<file path="config.mk">
export PLATFORM = sky130hd
export DESIGN_NAME = dcs_host_end_flat
export DESIGN_NICKNAME = d
export VERILOG_FILES = /design/src/dcs_pkg.sv /design/src/dcs_link_if.sv /design/src/dcs_host_end.sv /design/src/flat_wrapper.sv
export VERILOG_INCLUDE_DIRS = /design/src
export SDC_FILE = /design/constraint.sdc
export NUM_CORES = 1
export LEC_CHECK = 0
export ABC_CLOCK_PERIOD_IN_PS = 4100
export BUFFER_PORTS_ARGS = -buffer_cell sky130_fd_sc_hd__buf_2
export CAP_MARGIN = 20
export CORE_ASPECT_RATIO = 0.5
export CORE_MARGIN = 2
export CORE_UTILIZATION = 60
export CTS_CLUSTER_DIAMETER = 120
export DETAILED_ROUTE_END_ITERATION = 8
export PLACE_DENSITY = 0.79
export SLEW_MARGIN = 10
export SYNTH_ARGS = -nofsm -noshare
export SYNTH_HDL_FRONTEND = slang
export SYNTH_SLANG_ARGS = --single-unit
export TNS_END_PERCENT = 30
</file>
<file path="constraint.sdc">
create_clock -name clock -period 4.1 [get_ports clock]
set_input_delay 1.025 -clock clock [delete_from_list [all_inputs] [get_ports clock]]
set_output_delay 1.025 -clock clock [all_outputs]
set_load 0.005 [all_outputs]
</file>
<file path="src/dcs_cfg.svh">
// timing constants for the daisy chain command timing ends
// Operation
// - stand-alone start equals command end
// - chain devices below the top start before command finishes
// - broadcast completes when top device receives
// - start times grow per stack position
// - completion time grows with stack size
// - host idles nine chain clocks after response
// - wait measured from last chain edge
// - host waits 18/36/72/144 us per rate
// - host budgets spi frame plus chain bits and tail clocks
// - budgets assume chain clock ten percent slow
// - master forwards after first byte received
// - each higher device adds one chain clock
`ifndef DCS_CFG_SVH
`define DCS_CFG_SVH
`define DCS_CLK_PERIOD_NS 4
`define DCS_LINK_PERIOD_NS 80
`define DCS_SPI_PERIOD_NS 500
`define DCS_CMD_BITS 24
`define DCS_BYTE_BITS 8
`define DCS_MAX_DEV 14
`define DCS_CHAIN_NS_500 2000
`define DCS_CHAIN_NS_250 4000
`define DCS_CHAIN_NS_125 8000
`define DCS_CHAIN_NS_62 16000
`define DCS_WAIT_US_500 18
`define DCS_WAIT_US_250 36
`define DCS_WAIT_US_125 72
`define DCS_WAIT_US_62 144
`define DCS_SLOW_NUM 10
`define DCS_SLOW_DEN 9
`define DCS_TURN_CLOCKS 8
`endif

</file>
<file path="src/dcs_pkg.sv">
// types shared by both ends of the daisy chain command link
package dcs_pkg;
	typedef enum logic [1:0] {
		DCS_RATE_500,
		DCS_RATE_250,
		DCS_RATE_125,
		DCS_RATE_62
	} dcs_rate_t;
	typedef enum logic [1:0] {
		DCS_H_IDLE,
		DCS_H_SHIFT,
		DCS_H_END
	} dcs_hstate_t;
	typedef enum logic [1:0] {
		DCS_D_IDLE,
		DCS_D_FWD,
		DCS_D_TAIL
	} dcs_dstate_t;
endpackage : dcs_pkg

</file>
<file path="src/dcs_link_if.sv">
// serial command link between host and master device
`timescale 1ns/10ps
`default_nettype none
interface dcs_link_if;
	logic sclk;
	logic csN;
	logic mosi;
	logic chainBusy;
	modport host (output sclk, output csN, output mosi, input chainBusy);
	modport dev (input sclk, input csN, input mosi, output chainBusy);
endinterface : dcs_link_if
`default_nettype wire

</file>
<file path="src/dcs_host_end.sv">
// host end: spi command sender with inter-command wait and budget
`timescale 1ns/10ps
`default_nettype none
`include "dcs_cfg.svh"
module dcs_host_end import dcs_pkg::*; #(
	parameter int WAIT_500_CYC = `DCS_WAIT_US_500 * 1000 / `DCS_CLK_PERIOD_NS,
	parameter int WAIT_250_CYC = `DCS_WAIT_US_250 * 1000 / `DCS_CLK_PERIOD_NS,
	parameter int WAIT_125_CYC = `DCS_WAIT_US_125 * 1000 / `DCS_CLK_PERIOD_NS,
	parameter int WAIT_62_CYC = `DCS_WAIT_US_62 * 1000 / `DCS_CLK_PERIOD_NS
) (
	input wire logic clock,
	input wire logic rst,
	dcs_link_if.host link,
	input wire logic [3:0] stackSize,
	input wire dcs_rate_t rateSel,
	input wire logic cmdValid,
	input wire logic [`DCS_CMD_BITS-1:0] cmdData,
	output logic cmdReady,
	output logic [31:0] budgetNs
);
	localparam int SPI_CYC = `DCS_SPI_PERIOD_NS / `DCS_CLK_PERIOD_NS;
	localparam int BW = $clog2(`DCS_CMD_BITS + 1);

	function automatic logic [15:0] waitCyc(input dcs_rate_t r);
		unique case (r)
			DCS_RATE_500: waitCyc = 16'(WAIT_500_CYC);
			DCS_RATE_250: waitCyc = 16'(WAIT_250_CYC);
			DCS_RATE_125: waitCyc = 16'(WAIT_125_CYC);
			DCS_RATE_62: waitCyc = 16'(WAIT_62_CYC);
		endcase
	endfunction : waitCyc

	function automatic logic [31:0] chainNs(input dcs_rate_t r);
		unique case (r)
			DCS_RATE_500: chainNs = 32'(`DCS_CHAIN_NS_500);
			DCS_RATE_250: chainNs = 32'(`DCS_CHAIN_NS_250);
			DCS_RATE_125: chainNs = 32'(`DCS_CHAIN_NS_125);
			DCS_RATE_62: chainNs = 32'(`DCS_CHAIN_NS_62);
		endcase
	endfunction : chainNs

	// command end estimate: spi bits, then chain bits plus tail clocks
	function automatic logic [31:0] cmdBudget(input logic [3:0] n,
			input dcs_rate_t r);
		logic [31:0] spiNs;
		logic [31:0] chBits;
		spiNs = 32'(`DCS_CMD_BITS * `DCS_SPI_PERIOD_NS);
		chBits = (n > 4'h1) ? 32'(`DCS_CMD_BITS) + 32'(n) - 32'h2 : 32'h0;
		// chain taken slow; spi is crystal so nominal
		cmdBudget = spiNs + chBits * chainNs(r) * 32'(`DCS_SLOW_NUM)
			/ 32'(`DCS_SLOW_DEN);
	endfunction : cmdBudget

	logic busy1_r, busy2_r, busyPrev_r, busyPrev_nxt;
	dcs_hstate_t state_r, state_nxt;
	logic [15:0] wait_r, wait_nxt;
	logic [7:0] div_r, div_nxt;
	logic [BW-1:0] bitCnt_r, bitCnt_nxt;
	logic [`DCS_CMD_BITS-1:0] sh_r, sh_nxt;
	logic sclk_r, sclk_nxt, csN_r, csN_nxt, mosi_r, mosi_nxt;
	logic [31:0] budget_r, budget_nxt;
	logic bitEnd;

	always_comb begin
		// wait loads one cycle after busy falls, so gate on that cycle too
		cmdReady = (state_r == DCS_H_IDLE) && (wait_r == 16'h0000)
			&& !busy2_r && !busyPrev_r;
		bitEnd = (div_r == 8'(SPI_CYC - 1));
		busyPrev_nxt = busy2_r;
		state_nxt = state_r;
		wait_nxt = (wait_r != 16'h0000) ? wait_r - 16'h0001 : wait_r;
		div_nxt = div_r;
		bitCnt_nxt = bitCnt_r;
		sh_nxt = sh_r;
		sclk_nxt = sclk_r;
		csN_nxt = csN_r;
		mosi_nxt = mosi_r;
		budget_nxt = budget_r;
		if (!busy2_r && busyPrev_r) begin
			// last edge on the incoming chain port restarts the wait
			wait_nxt = waitCyc(rateSel);
		end
		unique case (state_r)
			DCS_H_IDLE: begin
				if (cmdValid && cmdReady) begin
					sh_nxt = cmdData;
					budget_nxt = cmdBudget(stackSize, rateSel);
					csN_nxt = 1'b0;
					div_nxt = 8'h00;
					bitCnt_nxt = '0;
					state_nxt = DCS_H_SHIFT;
				end
			end
			DCS_H_SHIFT: begin
				div_nxt = bitEnd ? 8'h00 : div_r + 8'h01;
				if (div_r == 8'h00) begin
					mosi_nxt = sh_r[`DCS_CMD_BITS-1];
				end
				sclk_nxt = div_r >= 8'(SPI_CYC / 2);
				if (bitEnd) begin
					sh_nxt = {sh_r[`DCS_CMD_BITS-2:0], 1'b0};
					bitCnt_nxt = bitCnt_r + BW'(1);
					if (bitCnt_r == BW'(`DCS_CMD_BITS - 1)) begin
						state_nxt = DCS_H_END;
					end
				end
			end
			DCS_H_END: begin
				// hold csN low one spi period so the last fall is seen
				sclk_nxt = 1'b0;
				div_nxt = bitEnd ? 8'h00 : div_r + 8'h01;
				if (bitEnd) begin
					csN_nxt = 1'b1;
					mosi_nxt = 1'b0;
					state_nxt = DCS_H_IDLE;
				end
			end
			default: state_nxt = DCS_H_IDLE;
		endcase
	end

	always_ff @(posedge clock or posedge rst) begin
		if (rst) begin
			busy1_r <= 1'b0;
			busy2_r <= 1'b0;
			busyPrev_r <= 1'b0;
			state_r <= DCS_H_IDLE;
			wait_r <= 16'h0000;
			div_r <= 8'h00;
			bitCnt_r <= '0;
			sh_r <= '0;
			sclk_r <= 1'b0;
			csN_r <= 1'b1;
			mosi_r <= 1'b0;
			budget_r <= 32'h00000000;
		end else begin
			busy1_r <= link.chainBusy;
			busy2_r <= busy1_r;
			busyPrev_r <= busyPrev_nxt;
			state_r <= state_nxt;
			wait_r <= wait_nxt;
			div_r <= div_nxt;
			bitCnt_r <= bitCnt_nxt;
			sh_r <= sh_nxt;
			sclk_r <= sclk_nxt;
			csN_r <= csN_nxt;
			mosi_r <= mosi_nxt;
			budget_r <= budget_nxt;
		end
	end

	assign link.sclk = sclk_r;
	assign link.csN = csN_r;
	assign link.mosi = mosi_r;
	assign budgetNs = budget_r;
endmodule : dcs_host_end
`default_nettype wire

</file>
<file path="src/flat_wrapper.sv">
// flat-port wrapper written by rule: the top's interface ports become plain ports
module dcs_host_end_flat import dcs_pkg::*;
#(
	parameter int WAIT_500_CYC = `DCS_WAIT_US_500 * 1000 / `DCS_CLK_PERIOD_NS,
	parameter int WAIT_250_CYC = `DCS_WAIT_US_250 * 1000 / `DCS_CLK_PERIOD_NS,
	parameter int WAIT_125_CYC = `DCS_WAIT_US_125 * 1000 / `DCS_CLK_PERIOD_NS,
	parameter int WAIT_62_CYC = `DCS_WAIT_US_62 * 1000 / `DCS_CLK_PERIOD_NS
)
  (clock, rst, stackSize, rateSel, cmdValid, cmdData, cmdReady, budgetNs, link_sclk, link_csN, link_mosi, link_chainBusy);
  dcs_link_if link_i ();
  input wire logic clock;
  input wire logic rst;
  input wire logic [3:0] stackSize;
  input wire dcs_rate_t rateSel;
  input wire logic cmdValid;
  input wire logic [`DCS_CMD_BITS-1:0] cmdData;
  output logic cmdReady;
  output logic [31:0] budgetNs;
  output wire logic [$bits(link_i.sclk)-1:0] link_sclk;
  output wire logic [$bits(link_i.csN)-1:0] link_csN;
  output wire logic [$bits(link_i.mosi)-1:0] link_mosi;
  input wire logic [$bits(link_i.chainBusy)-1:0] link_chainBusy;
  assign link_sclk = link_i.sclk;
  assign link_csN = link_i.csN;
  assign link_mosi = link_i.mosi;
  assign link_i.chainBusy = link_chainBusy;
  dcs_host_end #(.WAIT_500_CYC(WAIT_500_CYC), .WAIT_250_CYC(WAIT_250_CYC), .WAIT_125_CYC(WAIT_125_CYC), .WAIT_62_CYC(WAIT_62_CYC)) u_core (.clock(clock), .rst(rst), .link(link_i), .stackSize(stackSize), .rateSel(rateSel), .cmdValid(cmdValid), .cmdData(cmdData), .cmdReady(cmdReady), .budgetNs(budgetNs));
endmodule
</file>
==> impl_metrics.tcl, run 1 <==
set metrics [dict create \
    cts_sinks 91 \
    num_rows 40 \
    cts_buffers 9 \
    synth_cells 1864 \
    first-error "[ERROR GRT-0232] Routing congestion too high. Check the congestion heatmap in the GUI." \
    grt_use_total_pct 79.7 \
    ys_seq_elements 91 \
    status "aborted with a tool error" \
    cts_root_buf "clkbuf_16" \
    h-tree-depth 3 \
    place_ws_ns -18.98 \
    die_w_um 228 \
    place_area_um2 20300 \
    dp_hpwl_mm 39.4 \
    grt_max_degree 53 \
    holdBufCountCts 0 \
    yosysUniqueCellTypes 128 \
    yosysWarnings 0 \
    seq_area_frac_synth_pct 15.2 \
    lastStage "global routing" \
    synth_ff_type "dfrtp_1" \
    grt_overflow 142 \
    cts_buffer_depth 2 \
    synth-edff-count 0 \
    syn_area_per_cell_um2 8.05 \
    ioPinCount 70 \
    syn_area_um2 15000 \
    start_util_pct 61.8 \
    io_buffers 67 \
    die_h_um 116 \
    gp_congestion 0.991 \
    synthArstFlopShare_pct 100 \
]
-- per-stage QoR --
stage / utilization, % / TNS, ns / cells / hold WS (ns)
after CTS: 90.7 / -478.92 / 2854 / 0.358
after detailed placement: 83.7 / -505.61 / 2778 / 0.337
after global placement: 83.7 / -484.95 / 2778 / 0.332
after floorplan: - / -457.03 / 1865 / 0.331
-- logic make-up after synthesis --
family / after synthesis / synth area share [%]
buffers and inverters: 188 / 5.18
other: 1 / 0.0250
XOR/XNOR: 97 / 5.76
AO/OA/AOI/OAI: 567 / 28.0
adder cells (fa/ha/maj): 238 / 22.0
AND/OR/NAND/NOR: 634 / 20.5
flip-flops: 91 / 15.2
multiplexers: 48 / 3.35
-- routing by layer --
| metal | global-route usage (%) | GRT overflow |
|---|---|---|
| met1 | 79.3 | 7 |
| met2 | 94.1 | 75 |
| met3 | 68.1 | 8 |
| met4 | 79.7 | 52 |
| met5 | 40.9 | 0 |
-- Yosys cell counts (26+ instances only) --
library cell,count,area (um2)
xor2_1,31,272
clkbuf_1,48,180
fa_1,44,881
o21ai_1,27,135
a21o_1,28,210
a21oi_1,122,611
mux2i_1,35,350
ha_1,190,2380
and3_1,26,163
nand2_1,161,604
dfrtp_1,90,2250
nand3_1,47,235
nor3_1,53,265
o21ai_0,88,440
xnor2_1,64,561
and2_1,36,225
nor2_1,181,679
inv_1,113,424
-- repair_timing --
item,CTS
pin swaps,116
endpoints found under the setup margin,29
hold endpoints to repair,0
gates resized for setup,185
cloned,1
buffers inserted,62
==> run 2, diff against run 1 <==
Settings changed: CORE_ASPECT_RATIO 0.5 to unset, CORE_UTILIZATION 60 to 40, CTS_CLUSTER_DIAMETER 120 to unset, PLACE_DENSITY 0.79 to unset, PLACE_DENSITY_LB_ADDON set to 0.15.
==> impl_metrics.tcl, run 2 <==
set metrics [dict create \
    max_cap_viol_count 0 \
    core_um2 36800 \
    holdBufCountCts 0 \
    grt_max_degree 77 \
    crit_type "input port to flop" \
    drt-initial-drc-count 798 \
    status "finished, violations left" \
    violations "setup timing" \
    hold_depth 0 \
    ioPinCount 70 \
    wirelength_mm 48.0 \
    grt_pass1_wl_mm 79.6 \
    synthSimpleGateAreaFrac_pct 20.5 \
    synthMostInstantiatedCell "ha_1" \
    final_cell_mix "637 x buf_4, 168 x ha_1, 160 x nor2_1" \
    seq_area_frac_synth_pct 15.2 \
    path_common_cell "ha_4" \
    crit_path_start_kind "input port" \
    cp-end-kind "flop" \
    synth-edff-count 0 \
    clk_latency_ns 0.37 \
    required_ns 4.36 \
    synth_compound_area_share_pct 28.0 \
    period_minus_slack_ns 22.18 \
    grt_antenna_before_repair 1 \
    slew_violations 0 \
    synth_top_family_by_area "compound AO/OA/AOI/OAI gates" \
    die_h_um 198 \
    skew_ns 0.0122 \
    hp-start "u_core.busy1_r$_DFF_PP0_" \
    ys_seq_elements 91 \
    fin_crit_sh_pct 541 \
    tightestPinTransition_ns 0.908 \
    drc 0 \
    start_util_pct 40.8 \
    io_buffers 67 \
    multi_input_area_um2 13900 \
    cp_max_fo 6 \
    vias_per_cell 5.52 \
    antenna_cells 0 \
    crit_slowest_cell "fa_1" \
    drtPass1Iterations 5 \
    drive_above_1_share_pct 44.3 \
    die_w_um 198 \
    yosysUniqueCellTypes 128 \
    reg2regPathDepth 10 \
    largest_reg_flops 30 \
    crit_arrival_ns 22.43 \
    area_growth_pct 54.7 \
    fin_tns_setup_ns -477.06 \
    final_nets 2820 \
    ff_latch_area_um2 2280 \
    reg2reg_slack_ns 0.61 \
    synth_top_cell_area_share_pct 15.8 \
    critPathMaxStageDelay_ns 0.55 \
    final.setup.worst_slack_ns -18.08 \
    via_count 16700 \
    synth-adder-area-share_pct 22.0 \
    cp_top_family "compound AO/OA/AOI/OAI gates" \
    num_rows 70 \
    rsz0062_at_grt "true" \
    antenna_left 0 \
    yosys-top-cells-count "190 x ha_1, 181 x nor2_1, 161 x nand2_1" \
    crit_buf_inv 16 \
    yosysWarnings 0 \
    grt_pass1_vias 16700 \
    synthArstFlopShare_pct 100 \
    cts_buffer_depth 2 \
    fillers 3145 \
    cts_tree "done" \
    clk_pin_slew_ns 0.08 \
    grt_use_total_pct 24.4 \
    timing.rr.end "u_core.budgetNs[0]$_DFFE_PP0P_" \
    dp_hpwl_mm 36.5 \
    syn_area_um2 15000 \
    grt_overflow 0 \
    synth_area_leaders "ha_1 16%, dfrtp_1 15%, fa_1 5.9%" \
    wire_per_inst_um 15.9 \
    reg2reg_from "u_core.wait_r[6]$_DFFE_PP0P_" \
    h-tree-depth 3 \
    gp_congestion 0.940 \
    hp-class "flop to flop" \
    synth-xor-area-share_pct 5.76 \
    cts_sinks 91 \
    syn_area_per_cell_um2 8.05 \
    synth_ff_type "dfrtp_1" \
    hold_end "u_core.busy2_r$_DFF_PP0_" \
    cts_buffers 9 \
    fmax_mhz 45.1 \
    synth_mux_area_share_pct 3.35 \
    dieArea_um2 39100 \
    place_ws_ns -18.79 \
    final_common_cell "buf_4" \
    synth_cells 1864 \
    hold_viol 0 \
    yosysTopAreaCell "ha_1" \
    cts_root_buf "clkbuf_16" \
    setup_viol 29 \
    relSlewSlack_pct 39.3 \
]
-- run 2: cell counts after synthesis --
No cell type changed its count.
-- run 2: worst max path at each step --
stage,start,endpoint,slack [ns],cells after the start
2_1_floorplan,stackSize[2],u_core.budgetNs[0]$_DFFE_PP0P_,-18.13,103
3_3_place_gp,stackSize[2],u_core.budgetNs[0]$_DFFE_PP0P_,-18.39,106
3_5_place_dp,stackSize[1],u_core.budgetNs[0]$_DFFE_PP0P_,-18.79,100
4_1_cts,stackSize[2],u_core.budgetNs[0]$_DFFE_PP0P_,-17.48,104
5_1_grt,stackSize[3],u_core.budgetNs[0]$_DFFE_PP0P_,-19.08,110
6_report,stackSize[3],u_core.budgetNs[0]$_DFFE_PP0P_,-18.08,110
-- run 2: per-stage QoR --
| stage | hold WS (ns) | std cells | cell area (um2) | util [%] |
|---|---|---|---|---|
| after floorplan | 0.331 | 1865 | 15500 | - |
| after global placement | 0.356 | 2891 | 20300 | 55.3 |
| after detailed placement | 0.336 | 2891 | 20300 | 55.3 |
| after CTS | 0.380 | 2982 | 22400 | 60.8 |
| after global routing | 0.383 | 3025 | 23200 | 63.1 |
| final | 0.380 | 3025 | 23200 | 63.1 |
-- run 2: logic make-up (layout without fill, tap and decap cells) --
| family | count (synthesis) | count (layout) |
|---|---|---|
| and+or+nand+nor | 634 | 635 |
| xor gates and xnor gates | 97 | 97 |
| DFF | 91 | 91 |
| other | 1 | 2 |
| muxes | 48 | 48 |
| adders and majority gates | 238 | 238 |
| buffers and inverters | 188 | 879 |
| AOI/OAI and AO/OA | 567 | 567 |
-- run 2: what timing repair did --
item,CTS,global route
cloned,2,0
setup endpoints to repair,29,29
gates resized for setup,253,108
pin swaps,117,93
buffers inserted,79,46
endpoints found under the hold margin,0,0
-- run 2: cell type report --
class                   count  share of cell area [%]
clock buffers               9                   0.971
clock inverters             7                   0.329
inverters                 116                    1.97
multi-input cells        1587                    60.0
flip-flops and latches     91                    9.82
well taps                 468                    2.52
repair buffers            747                    24.4
-- run 2: per-layer routing --
metal  wire [um]  global-route usage, %  vias to the layer above
met3        2170                   3.59                       84
li1            -                      -                     8273
met4         959                   6.32                        2
met5          17                      0                        -
met2       23300                   42.3                      374
met1       21600                   31.7                     7968
Power of run 2 is left out: the tool's default activity adds up to more than one toggle a clock period on the data nets, which glitch-free logic cannot reach.
==> run 3, diff against run 2 <==
Settings changed: ABC_CLOCK_PERIOD_IN_PS 4100 to 28000.
Clock period 4.1 ns to 28 ns, I/O delays scaled along.
==> impl_metrics.tcl, run 3 (synthesized netlist as in run 2, its figures left out) <==
set metrics [dict create \
    holdBufCountCts 0 \
    status "finished, violations left" \
    reg2regPathDepth 12 \
    critPathMaxStageDelay_ns 0.52 \
    largest_reg_flops 30 \
    final_common_cell "buf_4" \
    dp_hpwl_mm 34.8 \
    violations "setup timing" \
    hp-class "flop to flop" \
    cp-end-kind "flop" \
    final_util_pct 55.9 \
    antenna_left 0 \
    period_minus_slack_ns 28.22 \
    use_met2_pct 36.8 \
    place_ws_ns -1.06 \
    fin_tns_setup_ns -0.373 \
    fmax_mhz 35.4 \
    rsz0062_at_grt "true" \
    vias_per_cell 5.56 \
    core_um2 36800 \
    cts_tree "done" \
    relSlewSlack_pct 21.4 \
    drc 0 \
    grt_use_met3_pct 2.34 \
    crit_path_start_kind "input port" \
    cts_sinks 91 \
    start_util_pct 40.8 \
    ff_latch_area_um2 2280 \
    drt-initial-drc-count 911 \
    drtPass1Iterations 5 \
    hold_end "u_core.busy2_r$_DFF_PP0_" \
    grt_antenna_before_repair 0 \
    grt_pass1_wl_mm 73.0 \
    reg2reg_from "u_core.wait_r[6]$_DFFE_PP0P_" \
    hold_viol 0 \
    crit_slowest_cell "fa_1" \
    cp_top_family "compound AO/OA/AOI/OAI gates" \
    setup_viol 2 \
    grt_overflow 0 \
    path_common_cell "ha_4" \
    area_growth_pct 37.1 \
    gp_congestion 0.904 \
    num_rows 70 \
    via_count 15500 \
    antenna_cells 0 \
    crit_type "input port to flop" \
    h-tree-depth 3 \
    grt-busiest-layer "met2" \
    final.setup.worst_slack_ns -0.223 \
    clk_pin_slew_ns 0.07 \
    hold_depth 0 \
    slew_violations 0 \
    crit_buf_inv 13 \
    crit_arrival_ns 28.47 \
    hp-start "u_core.busy1_r$_DFF_PP0_" \
    multi_input_area_um2 13100 \
    reg2reg_slack_ns 24.30 \
    grt_max_degree 77 \
    max_cap_viol_count 0 \
    skew_ns 0.0117 \
    cts_buffers 9 \
    die_w_um 198 \
    grt_use_total_pct 22.3 \
    fillers 3368 \
    grt_pass1_vias 15000 \
    clk_latency_ns 0.37 \
    io_buffers 67 \
    final_nets 2589 \
    ioPinCount 70 \
    drive_above_1_share_pct 35.0 \
    cts_root_buf "clkbuf_16" \
    dieArea_um2 39100 \
    tightestPinTransition_ns 1.17 \
    use_met1_pct 31.3 \
    required_ns 28.25 \
    cts_buffer_depth 2 \
    timing.rr.end "u_core.bitCnt_r[3]$_DFFE_PP0P_" \
    wirelength_mm 44.0 \
    die_h_um 198 \
    final_cell_mix "427 x buf_4, 173 x ha_1, 166 x nor2_1" \
    fin_crit_sh_pct 101 \
    cp_max_fo 7 \
    wire_per_inst_um 15.8 \
]
==> run 3: layout make-up <==
type                            count  share of cell area, %
Multi-Input combinational cell   1586                   63.9
Clock inverter                      7                  0.371
Timing Repair Buffer              517                   18.6
Tap cell                          468                   2.85
Clock buffer                        9                   1.10
Inverter                          116                   2.13
Sequential cell                    91                   11.1
==> run 3: worst max path at each step <==
stage,slack (ns),start,endpoint,depth (start not counted)
floorplan,-0.21,stackSize[2],u_core.budgetNs[0]$_DFFE_PP0P_,103
global placement,-0.62,stackSize[2],u_core.budgetNs[0]$_DFFE_PP0P_,102
detailed placement,-1.06,stackSize[2],u_core.budgetNs[0]$_DFFE_PP0P_,102
CTS,-0.31,stackSize[1],u_core.budgetNs[0]$_DFFE_PP0P_,113
global route,-1.18,stackSize[2],u_core.budgetNs[0]$_DFFE_PP0P_,112
finish,-0.22,stackSize[2],u_core.budgetNs[0]$_DFFE_PP0P_,106
==> run 3: worst register-to-register path, stage by stage (launching register included) <==
cell and delay, ns:
dfrtp_1 0.43, or4_1 0.63, nor4_1 0.30, nand2b_1 0.11, or2_2 0.33, nor3_1 0.29
nand3_2 0.11, buf_4 0.29, a21oi_4 0.43, buf_12 0.25, nand4_1 0.16, xor2_1 0.18
nor2_1 0.06
==> run 3: what timing repair did <==
| item | CTS | global route |
|---|---|---|
| hold endpoints to repair | 0 | 0 |
| setup endpoints to repair | 2 | 20 |
| resized for setup | 46 | 129 |
| buffers inserted | 21 | 33 |
| pin swaps | 41 | 72 |
| cloned | 1 | 0 |
==> run 3: metrics by stage <==
| stage | hold slack (ns) | std cells | instance area (um2) |
|---|---|---|---|
| after floorplan | 0.331 | 1865 | 15500 |
| after global placement | 0.346 | 2723 | 19000 |
| after detailed placement | 0.343 | 2723 | 19000 |
| after CTS | 0.367 | 2761 | 19700 |
| after global routing | 0.384 | 2794 | 20600 |
| final | 0.362 | 2794 | 20600 |
==> run 3: routing by layer <==
metal,routed length [um],vias up,part of all wire (%)
met3,1520,58,3.4
met1,21400,7402,49
met4,858,0,1.9
met5,0,-,0
met2,20300,289,46
li1,-,7791,-
Power of run 3 is left out for the same reason.
